==> src/design/ibr_pkg.sv <==
package ibr_pkg;

  // ----------------------------------------------------------------
  // status codes
  // ----------------------------------------------------------------
  localparam logic [7:0] STAT_IDLE   = 8'hF8;
  localparam logic [7:0] STAT_BADCNT = 8'hFC;
  localparam logic [7:0] STAT_BERR   = 8'h00;
  localparam logic [7:0] STAT_SDALOW = 8'h70;
  localparam logic [7:0] STAT_SCLLOW = 8'h78;
  localparam logic [7:0] STAT_ARB    = 8'h38;
  localparam logic [7:0] STAT_START  = 8'h08;
  localparam logic [7:0] STAT_RSTART = 8'h10;

  // ----------------------------------------------------------------
  // register map (byte addresses) and fields
  // ----------------------------------------------------------------
  localparam logic [4:0] ADR_CTRL  = 5'h00;
  localparam logic [4:0] ADR_STAT  = 5'h04;
  localparam logic [4:0] ADR_COUNT = 5'h08;
  localparam logic [4:0] ADR_TOUT  = 5'h0C;
  localparam logic [4:0] ADR_OWN   = 5'h10;
  localparam logic [4:0] ADR_SWRST = 5'h14;
  localparam int CTL_STA = 0;
  localparam int CTL_STO = 1;
  localparam int CTL_SI  = 2;
  localparam int CTL_AA  = 3;
  localparam int CTL_GC  = 4;
  localparam logic [6:0] BC_MIN    = 7'h01;
  localparam logic [6:0] BC_MAX    = 7'h44;
  localparam logic [7:0] SWRST_KEY = 8'hA5;

  // ----------------------------------------------------------------
  // reset values
  // ----------------------------------------------------------------
  localparam logic [6:0] BC_RST   = 7'h01;
  localparam logic [7:0] TOUT_RST = 8'hFF;
  localparam logic [6:0] OWN_RST  = 7'h00;

  // ----------------------------------------------------------------
  // timing
  // ----------------------------------------------------------------
  localparam int CLK_NS    = 4;
  localparam int T_HALF_NS = 500;
  localparam logic [23:0] HALF_CYC = 24'((T_HALF_NS + CLK_NS - 1) / CLK_NS);
  localparam logic [4:0]  REC_EDGES = 5'd18;
  localparam logic [3:0]  ADDR_BITS = 4'd8;

  typedef enum logic [3:0] {
    S_IDLE, S_WAIT, S_STA, S_MST, S_STO1, S_STO2, S_RS1, S_RS2, S_RS3,
    S_ARB, S_REC, S_RP1, S_RP2, S_RP3, S_ERR
  } ibr_state_t;

  // two bus lines carried together
  typedef struct packed {
    logic scl;
    logic sda;
  } ibr_line_t;

endpackage

==> src/design/ibr_sync.sv <==
// three-stage synchroniser; output follows once stages two and three agree
module ibr_sync import ibr_pkg::*; #(
  parameter int W = 2
) (
  input  wire logic         clk_i, // core clock
  input  wire logic         rst_i, // sync reset, high
  input  wire logic [W-1:0] d_i,   // asynchronous lines
  output logic      [W-1:0] q_o    // filtered lines
);

  typedef struct packed {
    logic [W-1:0] f1;
    logic [W-1:0] f2;
    logic [W-1:0] f3;
    logic [W-1:0] q;
  } ibr_sync_st_t;

  ibr_sync_st_t q, d;

  // ----------------------------------------------------------------
  // next state: idle lines reset high so no false edge at release
  // ----------------------------------------------------------------
  always_comb begin
    d    = q;
    d.f1 = d_i;
    d.f2 = q.f1;
    d.f3 = q.f2;
    for (int i = 0; i < W; i++) begin
      if (q.f2[i] == q.f3[i]) begin
        d.q[i] = q.f3[i];
      end
    end
  end

  always_ff @(posedge clk_i) begin
    if (rst_i) begin
      q <= '1;
    end else begin
      q <= d;
    end
  end

  assign q_o = q.q;

endmodule // ibr_sync

==> src/design/ibr_ctrl.sv <==
// Function
// - after reset or STOP, not in transfer: status F8h with interrupt flag clear
// - in F8h with start request and flag clear: become master, send START
// - idle without acknowledge: ignore own address, still answer general call if enabled
// - idle with acknowledge: answer own address, general call when enabled
// - illegal byte count value gives status FCh; host writes 1 to 68
// - START or STOP inside address, data or acknowledge bit is bus error 00h
// - from 00h, 70h, 78h only hardware or software reset recovers
// - status 70h means data line low while master tries START
// - clock line low for time-out period gives bus error 78h
// - other master's repeated START before ours is adopted; address follows
// - arbitration loss reported as 38h
// - 38h left only by time-out, reset, foreign STOP or bus error as addressed slave
// - start request pending in arbitration-lost: auto START when bus free, 08h
// - start pending, bus busy, lines idle for time-out: send START anyway
// - data line held low at START: nine clock pulses then STOP
// - data line freed after recovery: normal START, state 08h
// - data line still low: status 70h, interrupt, release both lines
// - forced access or repeated START on stuck data line uses same recovery
// - illegal START or STOP matters only when master or addressed slave
// - bus error releases lines, sets interrupt flag, loads 00h
module ibr_ctrl import ibr_pkg::*; #(
  parameter logic [15:0] TO_UNIT = 16'h0100  // core cycles per time-out step
) (
  input  wire logic       clk_i,    // 250 MHz core clock
  input  wire logic       rst_i,    // sync reset, high
  input  wire logic       wb_cyc_i, // wishbone cycle
  input  wire logic       wb_stb_i, // wishbone strobe
  input  wire logic       wb_we_i,  // wishbone write
  input  wire logic [4:0] wb_adr_i, // byte address
  input  wire logic       wb_sel_i, // byte lane select
  input  wire logic [7:0] wb_dat_i, // write data
  output logic      [7:0] wb_dat_o, // read data
  output logic            wb_ack_o, // access done
  input  wire logic       scl_i,    // clock line level
  output logic            scl_o,    // clock line drive value (low)
  output logic            scl_oe_o, // pull clock line low
  input  wire logic       sda_i,    // data line level
  output logic            sda_o,    // data line drive value (low)
  output logic            sda_oe_o, // pull data line low
  output logic            int_o     // serial interrupt flag
);

  typedef struct packed {
    ibr_state_t  st;
    logic [7:0]  stat;
    logic        start_request;
    logic        stop_request;
    logic        si;
    logic        aa;
    logic        gc;
    logic [6:0]  bc;
    logic [7:0]  tout;
    logic [6:0]  own;
    logic [23:0] tmr;
    logic [23:0] tocnt;
    logic [4:0]  nclk;
    logic        scl_oe;
    logic        sda_oe;
    ibr_line_t   lp;
    logic        busy;
    logic        listen;
    logic        addressed;
    logic        sack;
    logic [3:0]  bitcnt;
    logic [7:0]  shr;
    logic        ack_q;
    logic [7:0]  dat;
    logic        swrst;
  } ibr_ctrl_st_t;

  localparam ibr_ctrl_st_t RST_VAL = '{
    st: S_IDLE, stat: STAT_IDLE, bc: BC_RST, tout: TOUT_RST, own: OWN_RST,
    lp: '1, default: '0};

  ibr_ctrl_st_t q, d;
  ibr_line_t    ln;
  logic         start_det, stop_det, scl_rise, scl_fall, to_hit, master;
  logic         want_start, berr;
  logic [23:0]  to_lim;
  logic [7:0]   addr_byte;

  // ----------------------------------------------------------------
  // line synchroniser and condition detection
  // ----------------------------------------------------------------
  ibr_sync #(.W(2)) u_sync (
    .clk_i (clk_i),
    .rst_i (rst_i),
    .d_i   ({scl_i, sda_i}),
    .q_o   (ln)
  );

  assign start_det = ln.scl & q.lp.scl & q.lp.sda & ~ln.sda;
  assign stop_det  = ln.scl & q.lp.scl & ~q.lp.sda & ln.sda;
  assign scl_rise  = ln.scl & ~q.lp.scl;
  assign scl_fall  = ~ln.scl & q.lp.scl;
  assign master    = ~(q.st inside {S_IDLE, S_WAIT, S_ARB, S_ERR});
  assign addr_byte = {q.shr[6:0], ln.sda};
  // a zero time-out register disables both time-out uses
  assign to_lim = 24'(q.tout) * 24'(TO_UNIT);
  assign to_hit = (q.tout != 8'h00) && (q.tocnt >= to_lim);
  // bus error only counts while we take part in a transfer; the first bit slot of a
  // byte is where a legal STOP or repeated START sits, later bits and the ack are not
  assign berr = (start_det | stop_det) & q.st != S_ERR &
                ((q.addressed & q.bitcnt > 4'd1) | q.st == S_MST);

  // ----------------------------------------------------------------
  // next state
  // ----------------------------------------------------------------
  always_comb begin
    d          = q;
    want_start = 1'b0;
    d.lp       = ln;
    d.ack_q    = 1'b0;
    if (q.tmr != 24'd0) begin
      d.tmr = q.tmr - 24'd1;
    end
    if (start_det) begin
      d.busy = 1'b1;
    end
    if (stop_det) begin
      d.busy = 1'b0;
    end

    // time-out counter: stuck clock, or idle lines while waiting for the bus
    if ((!ln.scl && !q.scl_oe) ||
        (ln.scl && ln.sda && (q.st == S_WAIT || q.st == S_ARB))) begin
      if (!to_hit) begin
        d.tocnt = q.tocnt + 24'd1;
      end
    end else begin
      d.tocnt = 24'd0;
    end

    // wishbone slave: one wait state, unmapped reads zero
    if (wb_cyc_i && wb_stb_i && !q.ack_q) begin
      d.ack_q = 1'b1;
      d.dat   = 8'h00;
      if (wb_adr_i == ADR_CTRL) begin
        d.dat = {3'h0, q.gc, q.aa, q.si, q.stop_request, q.start_request};
        // control writes are dead once a fatal code is loaded
        if (wb_we_i && wb_sel_i && q.st != S_ERR) begin
          d.start_request = wb_dat_i[CTL_STA];
          d.stop_request = wb_dat_i[CTL_STO];
          d.aa  = wb_dat_i[CTL_AA];
          d.gc  = wb_dat_i[CTL_GC];
          if (!wb_dat_i[CTL_SI]) begin
            d.si = 1'b0;
          end
        end
      end else if (wb_adr_i == ADR_STAT) begin
        d.dat = q.stat;
      end else if (wb_adr_i == ADR_COUNT) begin
        d.dat = {1'b0, q.bc};
        if (wb_we_i && wb_sel_i && q.st != S_ERR) begin
          d.bc = wb_dat_i[6:0];
          if (wb_dat_i[6:0] < BC_MIN || wb_dat_i[6:0] > BC_MAX) begin
            if (q.stat == STAT_IDLE) begin
              d.stat = STAT_BADCNT;
            end
          end else if (q.stat == STAT_BADCNT) begin
            d.stat = STAT_IDLE;
          end
        end
      end else if (wb_adr_i == ADR_TOUT) begin
        d.dat = q.tout;
        if (wb_we_i && wb_sel_i) begin
          d.tout = wb_dat_i;
        end
      end else if (wb_adr_i == ADR_OWN) begin
        d.dat = {1'b0, q.own};
        if (wb_we_i && wb_sel_i) begin
          d.own = wb_dat_i[6:0];
        end
      end else if (wb_adr_i == ADR_SWRST) begin
        if (wb_we_i && wb_sel_i && wb_dat_i == SWRST_KEY) begin
          d.swrst = 1'b1;
        end
      end
    end

    // address listener for slave recognition
    if (start_det && !master) begin
      d.listen    = 1'b1;
      d.addressed = 1'b0;
      d.bitcnt    = 4'd0;
    end else if (stop_det) begin
      d.listen    = 1'b0;
      d.addressed = 1'b0;
      d.sack      = 1'b0;
      if (q.st == S_IDLE && q.stat == STAT_IDLE) begin
        d.stat = STAT_IDLE;
      end
    end else if (q.listen && scl_rise) begin
      d.shr    = addr_byte;
      // counts 1 to 9 per byte, nine being the ack slot
      d.bitcnt = (q.bitcnt == ADDR_BITS + 4'd1) ? 4'd1 : q.bitcnt + 4'd1;
      if (q.bitcnt == ADDR_BITS - 4'd1 && !q.addressed) begin
        if ((q.aa && addr_byte[7:1] == q.own) ||
            (q.gc && addr_byte == 8'h00)) begin
          d.addressed = 1'b1;
          d.sack      = 1'b1;
        end else begin
          d.listen = 1'b0;
        end
      end
    end else if (q.listen && scl_fall) begin
      // pull data low through the ninth bit only
      if (q.sack && q.bitcnt == ADDR_BITS) begin
        d.sda_oe = 1'b1;
      end else if (q.sack && q.bitcnt == ADDR_BITS + 4'd1) begin
        d.sda_oe = 1'b0;
        d.sack   = 1'b0;
      end
    end

    // master sequencer
    case (q.st)
      S_IDLE: begin
        if (q.start_request && !q.si && q.stat == STAT_IDLE && !q.listen) begin
          if (q.busy) begin
            d.st = S_WAIT;
          end else begin
            want_start = 1'b1;
          end
        end
      end
      S_WAIT: begin
        if (!q.start_request) begin
          d.st = S_IDLE;
        end else if (!q.busy) begin
          want_start = 1'b1;
        end else if (to_hit && ln.scl) begin
          d.busy     = 1'b0;
          want_start = 1'b1;
        end
      end
      S_STA: begin
        if (q.tmr == 24'd0) begin
          if (!ln.scl) begin
            // someone else is already clocking: we lost the bus
            d.st     = S_ARB;
            d.stat   = STAT_ARB;
            d.si     = 1'b1;
            d.sda_oe = 1'b0;
          end else begin
            d.scl_oe = 1'b1;
            d.st     = S_MST;
            d.stat   = STAT_START;
            d.si     = 1'b1;
            d.start_request    = 1'b0;
          end
        end
      end
      S_MST: begin
        if (!q.si && q.stop_request) begin
          d.sda_oe = 1'b1;
          d.tmr    = HALF_CYC;
          d.st     = S_STO1;
        end else if (!q.si && q.start_request) begin
          d.sda_oe = 1'b0;
          d.tmr    = HALF_CYC;
          d.st     = S_RS1;
        end
      end
      S_STO1: begin
        if (q.tmr == 24'd0) begin
          d.scl_oe = 1'b0;
          d.tmr    = HALF_CYC;
          d.st     = S_STO2;
        end
      end
      S_STO2: begin
        if (q.tmr == 24'd0) begin
          d.sda_oe = 1'b0;
          d.stop_request    = 1'b0;
          d.stat   = STAT_IDLE;
          d.st     = S_IDLE;
        end
      end
      S_RS1: begin
        if (q.tmr == 24'd0) begin
          d.scl_oe = 1'b0;
          d.tmr    = HALF_CYC;
          d.st     = S_RS2;
        end
      end
      S_RS2: begin
        if (start_det) begin
          // another master's repeated START stands in for ours
          d.scl_oe = 1'b1;
          d.st     = S_MST;
          d.stat   = STAT_RSTART;
          d.si     = 1'b1;
          d.start_request    = 1'b0;
        end else if (q.tmr == 24'd0) begin
          if (!ln.sda) begin
            want_start = 1'b1;
          end else begin
            d.sda_oe = 1'b1;
            d.tmr    = HALF_CYC;
            d.st     = S_RS3;
          end
        end
      end
      S_RS3: begin
        if (q.tmr == 24'd0) begin
          d.scl_oe = 1'b1;
          d.st     = S_MST;
          d.stat   = STAT_RSTART;
          d.si     = 1'b1;
          d.start_request    = 1'b0;
        end
      end
      S_ARB: begin
        // a foreign STOP or idle time-out ends this state; stuck clock or bus error as addressed slave goes to S_ERR
        if (stop_det || (to_hit && ln.scl)) begin
          d.busy = 1'b0;
          if (q.start_request) begin
            want_start = 1'b1;
          end else begin
            d.st   = S_IDLE;
            d.stat = STAT_IDLE;
          end
        end
      end
      S_REC: begin
        if (q.tmr == 24'd0) begin
          d.tmr = HALF_CYC;
          if (q.nclk == REC_EDGES) begin
            d.scl_oe = 1'b1;
            d.sda_oe = 1'b1;
            d.st     = S_RP1;
          end else begin
            d.scl_oe = ~q.scl_oe;
            d.nclk   = q.nclk + 5'd1;
          end
        end
      end
      S_RP1: begin
        if (q.tmr == 24'd0) begin
          d.scl_oe = 1'b0;
          d.tmr    = HALF_CYC;
          d.st     = S_RP2;
        end
      end
      S_RP2: begin
        if (q.tmr == 24'd0) begin
          d.sda_oe = 1'b0;
          d.tmr    = HALF_CYC;
          d.st     = S_RP3;
        end
      end
      S_RP3: begin
        if (q.tmr == 24'd0) begin
          if (ln.sda) begin
            want_start = 1'b1;
          end else begin
            d.st     = S_ERR;
            d.stat   = STAT_SDALOW;
            d.si     = 1'b1;
            d.scl_oe = 1'b0;
            d.sda_oe = 1'b0;
          end
        end
      end
      default: begin
        d.st = S_ERR;
      end
    endcase

    // a stuck data line turns any START attempt into clock recovery
    if (want_start) begin
      d.tmr = HALF_CYC;
      if (!ln.sda) begin
        d.st     = S_REC;
        d.nclk   = 5'd0;
        d.scl_oe = 1'b0;
        d.sda_oe = 1'b0;
      end else begin
        d.st     = S_STA;
        d.sda_oe = 1'b1;
        d.scl_oe = 1'b0;
      end
    end

    // fatal bus errors override everything, set wins over a clear of the flag
    if (berr) begin
      d.st     = S_ERR;
      d.stat   = STAT_BERR;
      d.si     = 1'b1;
      d.scl_oe = 1'b0;
      d.sda_oe = 1'b0;
      d.listen = 1'b0;
      d.sack   = 1'b0;
    end else if (to_hit && !ln.scl && q.st != S_ERR) begin
      d.st     = S_ERR;
      d.stat   = STAT_SCLLOW;
      d.si     = 1'b1;
      d.scl_oe = 1'b0;
      d.sda_oe = 1'b0;
      d.listen = 1'b0;
      d.sack   = 1'b0;
    end
  end

  // software reset takes effect one cycle after the key is written
  always_ff @(posedge clk_i) begin
    if (rst_i || q.swrst) begin
      q <= RST_VAL;
    end else begin
      q <= d;
    end
  end

  assign wb_dat_o = q.dat;
  assign wb_ack_o = q.ack_q;
  assign scl_oe_o = q.scl_oe;
  assign sda_oe_o = q.sda_oe;
  assign int_o    = q.si;
  assign scl_o    = 1'b0;
  assign sda_o    = 1'b0;
endmodule // ibr_ctrl

==> config.mk <==
export PLATFORM = sky130hd
export DESIGN_NAME = ibr_ctrl
export DESIGN_NICKNAME = d
export VERILOG_FILES = /design/src/design/ibr_pkg.sv /design/src/design/ibr_sync.sv /design/src/design/ibr_ctrl.sv
export SDC_FILE = /design/constraint.sdc
export NUM_CORES = 1
export LEC_CHECK = 0
export BUFFER_PORTS_ARGS = -buffer_cell sky130_fd_sc_hd__buf_2
export CORE_UTILIZATION = 60
export CTS_CLUSTER_DIAMETER = 30
export DETAILED_ROUTE_END_ITERATION = 10
export PLACE_DENSITY = 0.78
export SLEW_MARGIN = 20
export SYNTH_ARGS = -nofsm -noshare
export SYNTH_HDL_FRONTEND = slang
export SYNTH_SLANG_ARGS = --single-unit
==> constraint.sdc <==
create_clock -name clk_i -period 3.8 [get_ports clk_i]
set_input_delay 0.38 -clock clk_i [delete_from_list [all_inputs] [get_ports clk_i]]
set_output_delay 0.38 -clock clk_i [all_outputs]
set_load 0.005 [all_outputs]
# After elaboration in Yosys (flattened, before gate mapping)
# Cells that the tools add are included.
[word_totals]
word_cells = 360
reg_bits = 129
input_bits = 21
output_inout_bits = 14
[classes]
magnitude_cmp = 4
n_mux = 147
bitwise = 25
n_reduce_logical = 71
eq_ne = 75
add_sub_neg = 4
[op_table]
columns = ["cell", "count"]
rows = [
  ["24-bit two-way mux", 7],
  ["8-bit two-way mux", 16],
  ["12-bit two-way mux", 8],
  ["24-bit one-hot mux with 3 select lines", 1],
  ["4-bit two-way mux", 17],
  ["7-bit two-way mux", 9],
  ["1-bit two-way mux", 60],
  ["4-bit one-hot mux with 14 select lines", 1],
  ["5-bit != test (second input constant)", 11],
  ["3-bit != test (second input constant)", 17],
  ["8-bit one-hot mux with 6 select lines", 1],
  ["22-bit two-way mux", 2],
  ["19-bit AND reduction", 2],
  ["4-bit == test (second input constant)", 9],
  ["35-bit two-way mux", 1],
  ["13-bit two-way mux", 2],
  ["1-bit logical AND", 25],
  ["5-bit two-way mux", 5],
  ["24-bit by 1-bit adder with 24-bit output (second input constant)", 1],
  ["8-bit == test (second input constant)", 3],
  ["24-bit by 16-bit greater-or-equal comparator with 1-bit output", 1],
  ["24-bit logical NOT", 1],
  ["24-bit nonzero test", 1],
  ["24-bit by 1-bit subtractor with 24-bit output (second input constant)", 1],
  ["54 further kinds", 124],
]

# Logic depth before layout (Yosys ltp)
[depth]
word_depth = 17
mapped_depth = 12
mapped_depth_nobuf = 11

# Modules after synthesis
# From an unflattened synthesis, not the netlist that was laid out.
[unflattened]
cells_unflattened = 923
area_unflattened_um2 = 7252.0
[by_module_without_submodules]
columns = ["module", "seq_area_each_um2", "n_inst", "cells_each", "area_each_um2"]
rows = [
  ["ibr_ctrl", 2422.3, 1, 901, 7006.7],
  ["ibr_sync", 160.2, 1, 22, 245.2],
]

# Worst setup path after synthesis
# No wires, ideal clock.
[synth_timing]
path_kind = "register to register"
startpoint = "register q[62] in the netlist's numbering"
endpoint = "register q[59] in the netlist's numbering"
required_ns = 3.730
path_slack_ns = 0.727
stages_incl_launch_ff = 12
path_buffers = 2
t_arrival_ns = 3.002
path_cell_list = "dfxtp_1 -> or4_4 -> or4_1 -> buf_2 -> nor3_4 -> clkinv_1 -> clkbuf_1 -> ha_1 -> inv_1 -> o32ai_1 -> o32ai_1 -> a21oi_1"
[synth_via]
elab_chain_len = 7
[synth_rtl]
columns = ["item", "line_no", "rtl"]
rows = [
  ["start, declared", "ibr_ctrl.sv:76", "ibr_ctrl_st_t q, d;"],
  ["start signal, assigned", "ibr_ctrl.sv:410", "q <= RST_VAL;"],
  ["start signal, assigned", "ibr_ctrl.sv:412", "q <= d;"],
  ["24-bit nonzero test", "ibr_ctrl.sv:115", "if (q.tmr != 24'd0) begin"],
  ["24-bit two-way mux", "ibr_ctrl.sv:115", ""],
  ["24-bit two-way mux", "ibr_ctrl.sv:297", "if (!ln.sda) begin"],
  ["24-bit two-way mux", "ibr_ctrl.sv:296", "end else if (q.tmr == 24'd0) begin"],
  ["24-bit two-way mux", "ibr_ctrl.sv:289", "if (start_det) begin"],
  ["24-bit one-hot mux with 3 select lines", "ibr_ctrl.sv:218", "case (q.st)"],
  ["7-bit two-way mux *", "ibr_ctrl.sv:373", "if (want_start) begin"],
]
# Mark *: on every way between the ends. The rest lies on a longest branch, timed or not.
# A chain may end at the register's enable or synchronous reset.

# Worst setup path after layout
[layout_timing]
startpoint = "register q[62] in the netlist's numbering"
endpoint = "register q[66] in the netlist's numbering"
[layout_via]
elab_chain_len = 6
[layout_rtl]
columns = ["item", "line_no"]
rows = [
  ["24-bit by 1-bit subtractor with 24-bit output or 24-bit nonzero test (tied branches)", "ibr_ctrl.sv:116, ibr_ctrl.sv:115"],
  ["24-bit two-way mux", "ibr_ctrl.sv:115"],
  ["24-bit two-way mux", "ibr_ctrl.sv:297"],
  ["24-bit two-way mux", "ibr_ctrl.sv:296"],
  ["24-bit two-way mux", "ibr_ctrl.sv:289"],
  ["24-bit one-hot mux with 3 select lines", "ibr_ctrl.sv:218"],
]
# Parallel ways exist; a longest one is shown, timed or not.

==> metrics.csv <==
metric,value,unit
run status,"finished, final reports clean",
number of I/O pins,35,
Total Die Area,12200,µm²
category of the most critical setup path,reg2reg,
final worst slack,0.557,ns
cells along the critical path,"or4_4, or4_1, nor3_4, buf_4, a21oi_1, o21ai_0, a21boi_0, nand2_1, nor2_1",
number of gates given a new drive strength after cts,0,
area share of the leading cell type in the synthesized netlist,36.5,%
number of H-tree levels,4,
TritonCTS clock tree,built,
worst slew pin tran,0.924,ns
clock input transition at the sequential cells of the worst setup and hold paths,0.05,ns
total internal power,2.89,mW
Die X-Extent,111,µm
critical-path cell with the highest stage delay,or4_1,
clock insertion delay at the later pin of the skew report,0.41,ns
CTS Buf Count,17,
Overall Global Routing Usage,31.7,%
summed area of non-filler cells in the final layout,7900,µm²
worst-case headroom to the max-slew limit,38.4,%
effective utilization at floorplan,61.7,%
delay of the slowest cell on the worst path,0.58,ns
total via count in the routed design,6886,
YS warnings,0,
maximum clock frequency,0.308,GHz
cell family with the largest share of critical-path delay,simple AND/OR/NAND/NOR gates,
number of fillers in the final layout,961,
y dimension of the die,111,µm
Hold Slack,0.159,ns
final antenna-violating net count,0,
number of buffers and inverters on the critical path,1,
final setup fails,0,
HPWL Detailed,13700,µm
post-route clock period utilization,85.3,%
Final Max Tran Viols,0,
final wirelength,19500,µm
startpoint type of the worst setup path,flop,
Leak,3.05,nW
final-stage net count,969,
Final Hold Fails,0,
time the worst path needs with I/O delays and setup,3.24,ns
post-CTS setup buffer count,0,
average wire per standard cell,18.0,µm
drt via density,6.34,
Pwr per Cell Area,541,nW/µm²
combinational share of power,27.3,%
Hold/Removal Path Class,in2reg,
share of cells above drive strength 1,10.3,%
Std-Cell Core Area,11500,µm²
total of hold buffers inserted after clock tree synthesis,0,
"Req. time, crit path",4.07,ns
worst clock skew,0.00727,ns
number of maximum-capacitance constraint violations,0,
"buffers from clock root to sink, at most",2,
wire length of the first global-routing pass,31500,µm
IR Drop Worst-Case VDD,0.571,mV
Synth Flop Type,dfxtp_1,
clk root buf,clkbuf_16,
post-synthesis async set-or-reset flop share,0,%
number of port buffers,32,
aggregate negative setup slack,0,ns
cell area after synthesis,7070,µm²
largest cells by area after synthesis,"dfxtp_1 37%, nor2_1 7.0%, xnor2_1 5.1%",
pin count of the biggest net entering global routing,45,
instance area at placement,7350,µm²
DRC violation count after routing,0,
"Distinct cells, synth",65,
most used standard cell by instance count after synthesis,nor2_1,
total clock sinks,129,
setup repair after global routing missed its margin,false,
element type at the critical path end,flop,
Pre-Repair DR Iteration Count,5,
initial detailed-routing violation count,836,
sequential cell area,2580,µm²
multi-input combinational cell area,4140,µm²
net switching power figure,1.38,mW
Critical Path AT,3.51,ns
register share of total power,37.2,%
Syn-to-layout area delta,11.7,%
clock network fraction of design power,35.5,%
sw frac,32.3,%
sequential cell area fraction in the yosys report,36.5,%
number of global-route vias before repair,6363,
mean post-synth cell area,7.74,µm²
RD Place Congestion,1.01,
dpl ws,0.645,ns
cell types with the highest counts after synthesis,"131 x nor2_1, 129 x dfxtp_1, 92 x nand2_1",
Worst Path Max Fanout,17,
number of antenna violations at the first check in global routing,1,
total power consumption of the routed design,4.27,mW
most area-hungry cell type in the Yosys netlist,dfxtp_1,
number of flops mapped to enable cells by yosys,0,
number of placement rows,39,
grt total ovfl,0,
post-synthesis instance total,914,
number of storage elements in the synthesis netlist,129,
==> worst reg2reg max path, delay by kind of cell (launching register included) <==
kind                   cells  cell delay [ns]
and+or+nand+nor            5             2.00
DFF                        1             0.36
buffers and inverters      1             0.26
AOI/OAI and AO/OA          3             0.49
==> cell families after synthesis <==
group,share of synthesized area [%]
adders and majority gates,2.65
other,0.0530
muxes,4.11
buffers and inverters,5.03
xor gates and xnor gates,6.44
DFF,36.5
AOI/OAI and AO/OA,17.4
and+or+nand+nor,27.8
==> per-layer routing <==
layer / up-vias / wire length [µm] / share of wire (%) / track usage [%]
li1: 3264 / - / - / -
met1: 3220 / 8430 / 43 / 40.3
met2: 341 / 9080 / 47 / 51.8
met3: 61 / 1250 / 6.4 / 5.82
met4: 0 / 737 / 3.8 / 14.8
met5: - / 0 / 0 / 0
==> placed cells by master (no fill, tap or decap), types with 6 or more instances in the layout <==
master,count
nor4_1,14
o21ai_0,50
a31oi_1,14
dfxtp_1,129
a211oi_1,9
and2_1,6
a22oi_1,6
buf_4,23
or3_1,15
and3_1,6
a221oi_1,6
nand2_1,92
nor2b_1,11
buf_2,32
clkbuf_16,17
nor2_1,131
nand2b_1,9
nand3_1,24
ha_1,15
a21oi_1,71
nand4_1,15
xnor2_1,41
xor2_1,11
or2_2,9
inv_1,26
nor3_1,42
mux2i_1,29
==> layout make-up <==
| type | count | area share, % |
|---|---|---|
| Antenna cell | 1 | 0.0317 |
| Inverter | 27 | 1.28 |
| Timing Repair Buffer | 56 | 4.47 |
| Clock inverter | 5 | 0.713 |
| Multi-Input combinational cell | 702 | 52.4 |
| Tap cell | 143 | 2.27 |
| Clock buffer | 23 | 6.18 |
| Sequential cell | 129 | 32.7 |
==> power by group through the flow <==
stage | combinational (mW) | sequential (mW) | clock, mW
final | 1.17 | 1.59 | 1.52
after CTS | 1.15 | 1.59 | 1.53
after floorplan | 0.913 | 1.57 | 0
after detailed placement | 1.13 | 1.61 | 0
after global routing | 1.28 | 1.60 | 1.58
after global placement | 1.10 | 1.61 | 0
==> flip-flops by register name (all words and copies together), names as in the netlist <==
name,cells
u_sync.d,4
int_o,1
u_sync.q_o,2
q,102
sda_oe_o,1
scl_oe_o,1
u_sync.q,2
wb_ack_o,1
wb_dat_o,8
addr_byte,7
==> metrics by stage <==
stage	cells	util, %
floorplan	915	-
global placement	1057	64.1
detailed placement	1057	64.1
CTS	1085	68.9
global route	1085	68.9
finish	1086	68.9
==> worst paths after layout <==
kind	from	to	slack (ns)	cells after the start
setup / recovery	q[62]	q[66]	0.56	9
hold / removal	scl_i	u_sync.d[5]	0.16	2
setup reg to reg	q[62]	q[66]	0.56	9
hold reg to reg	u_sync.d[5]	u_sync.d[3]	0.41	1
No activity file was read; power rests on OpenSTA's default activity.
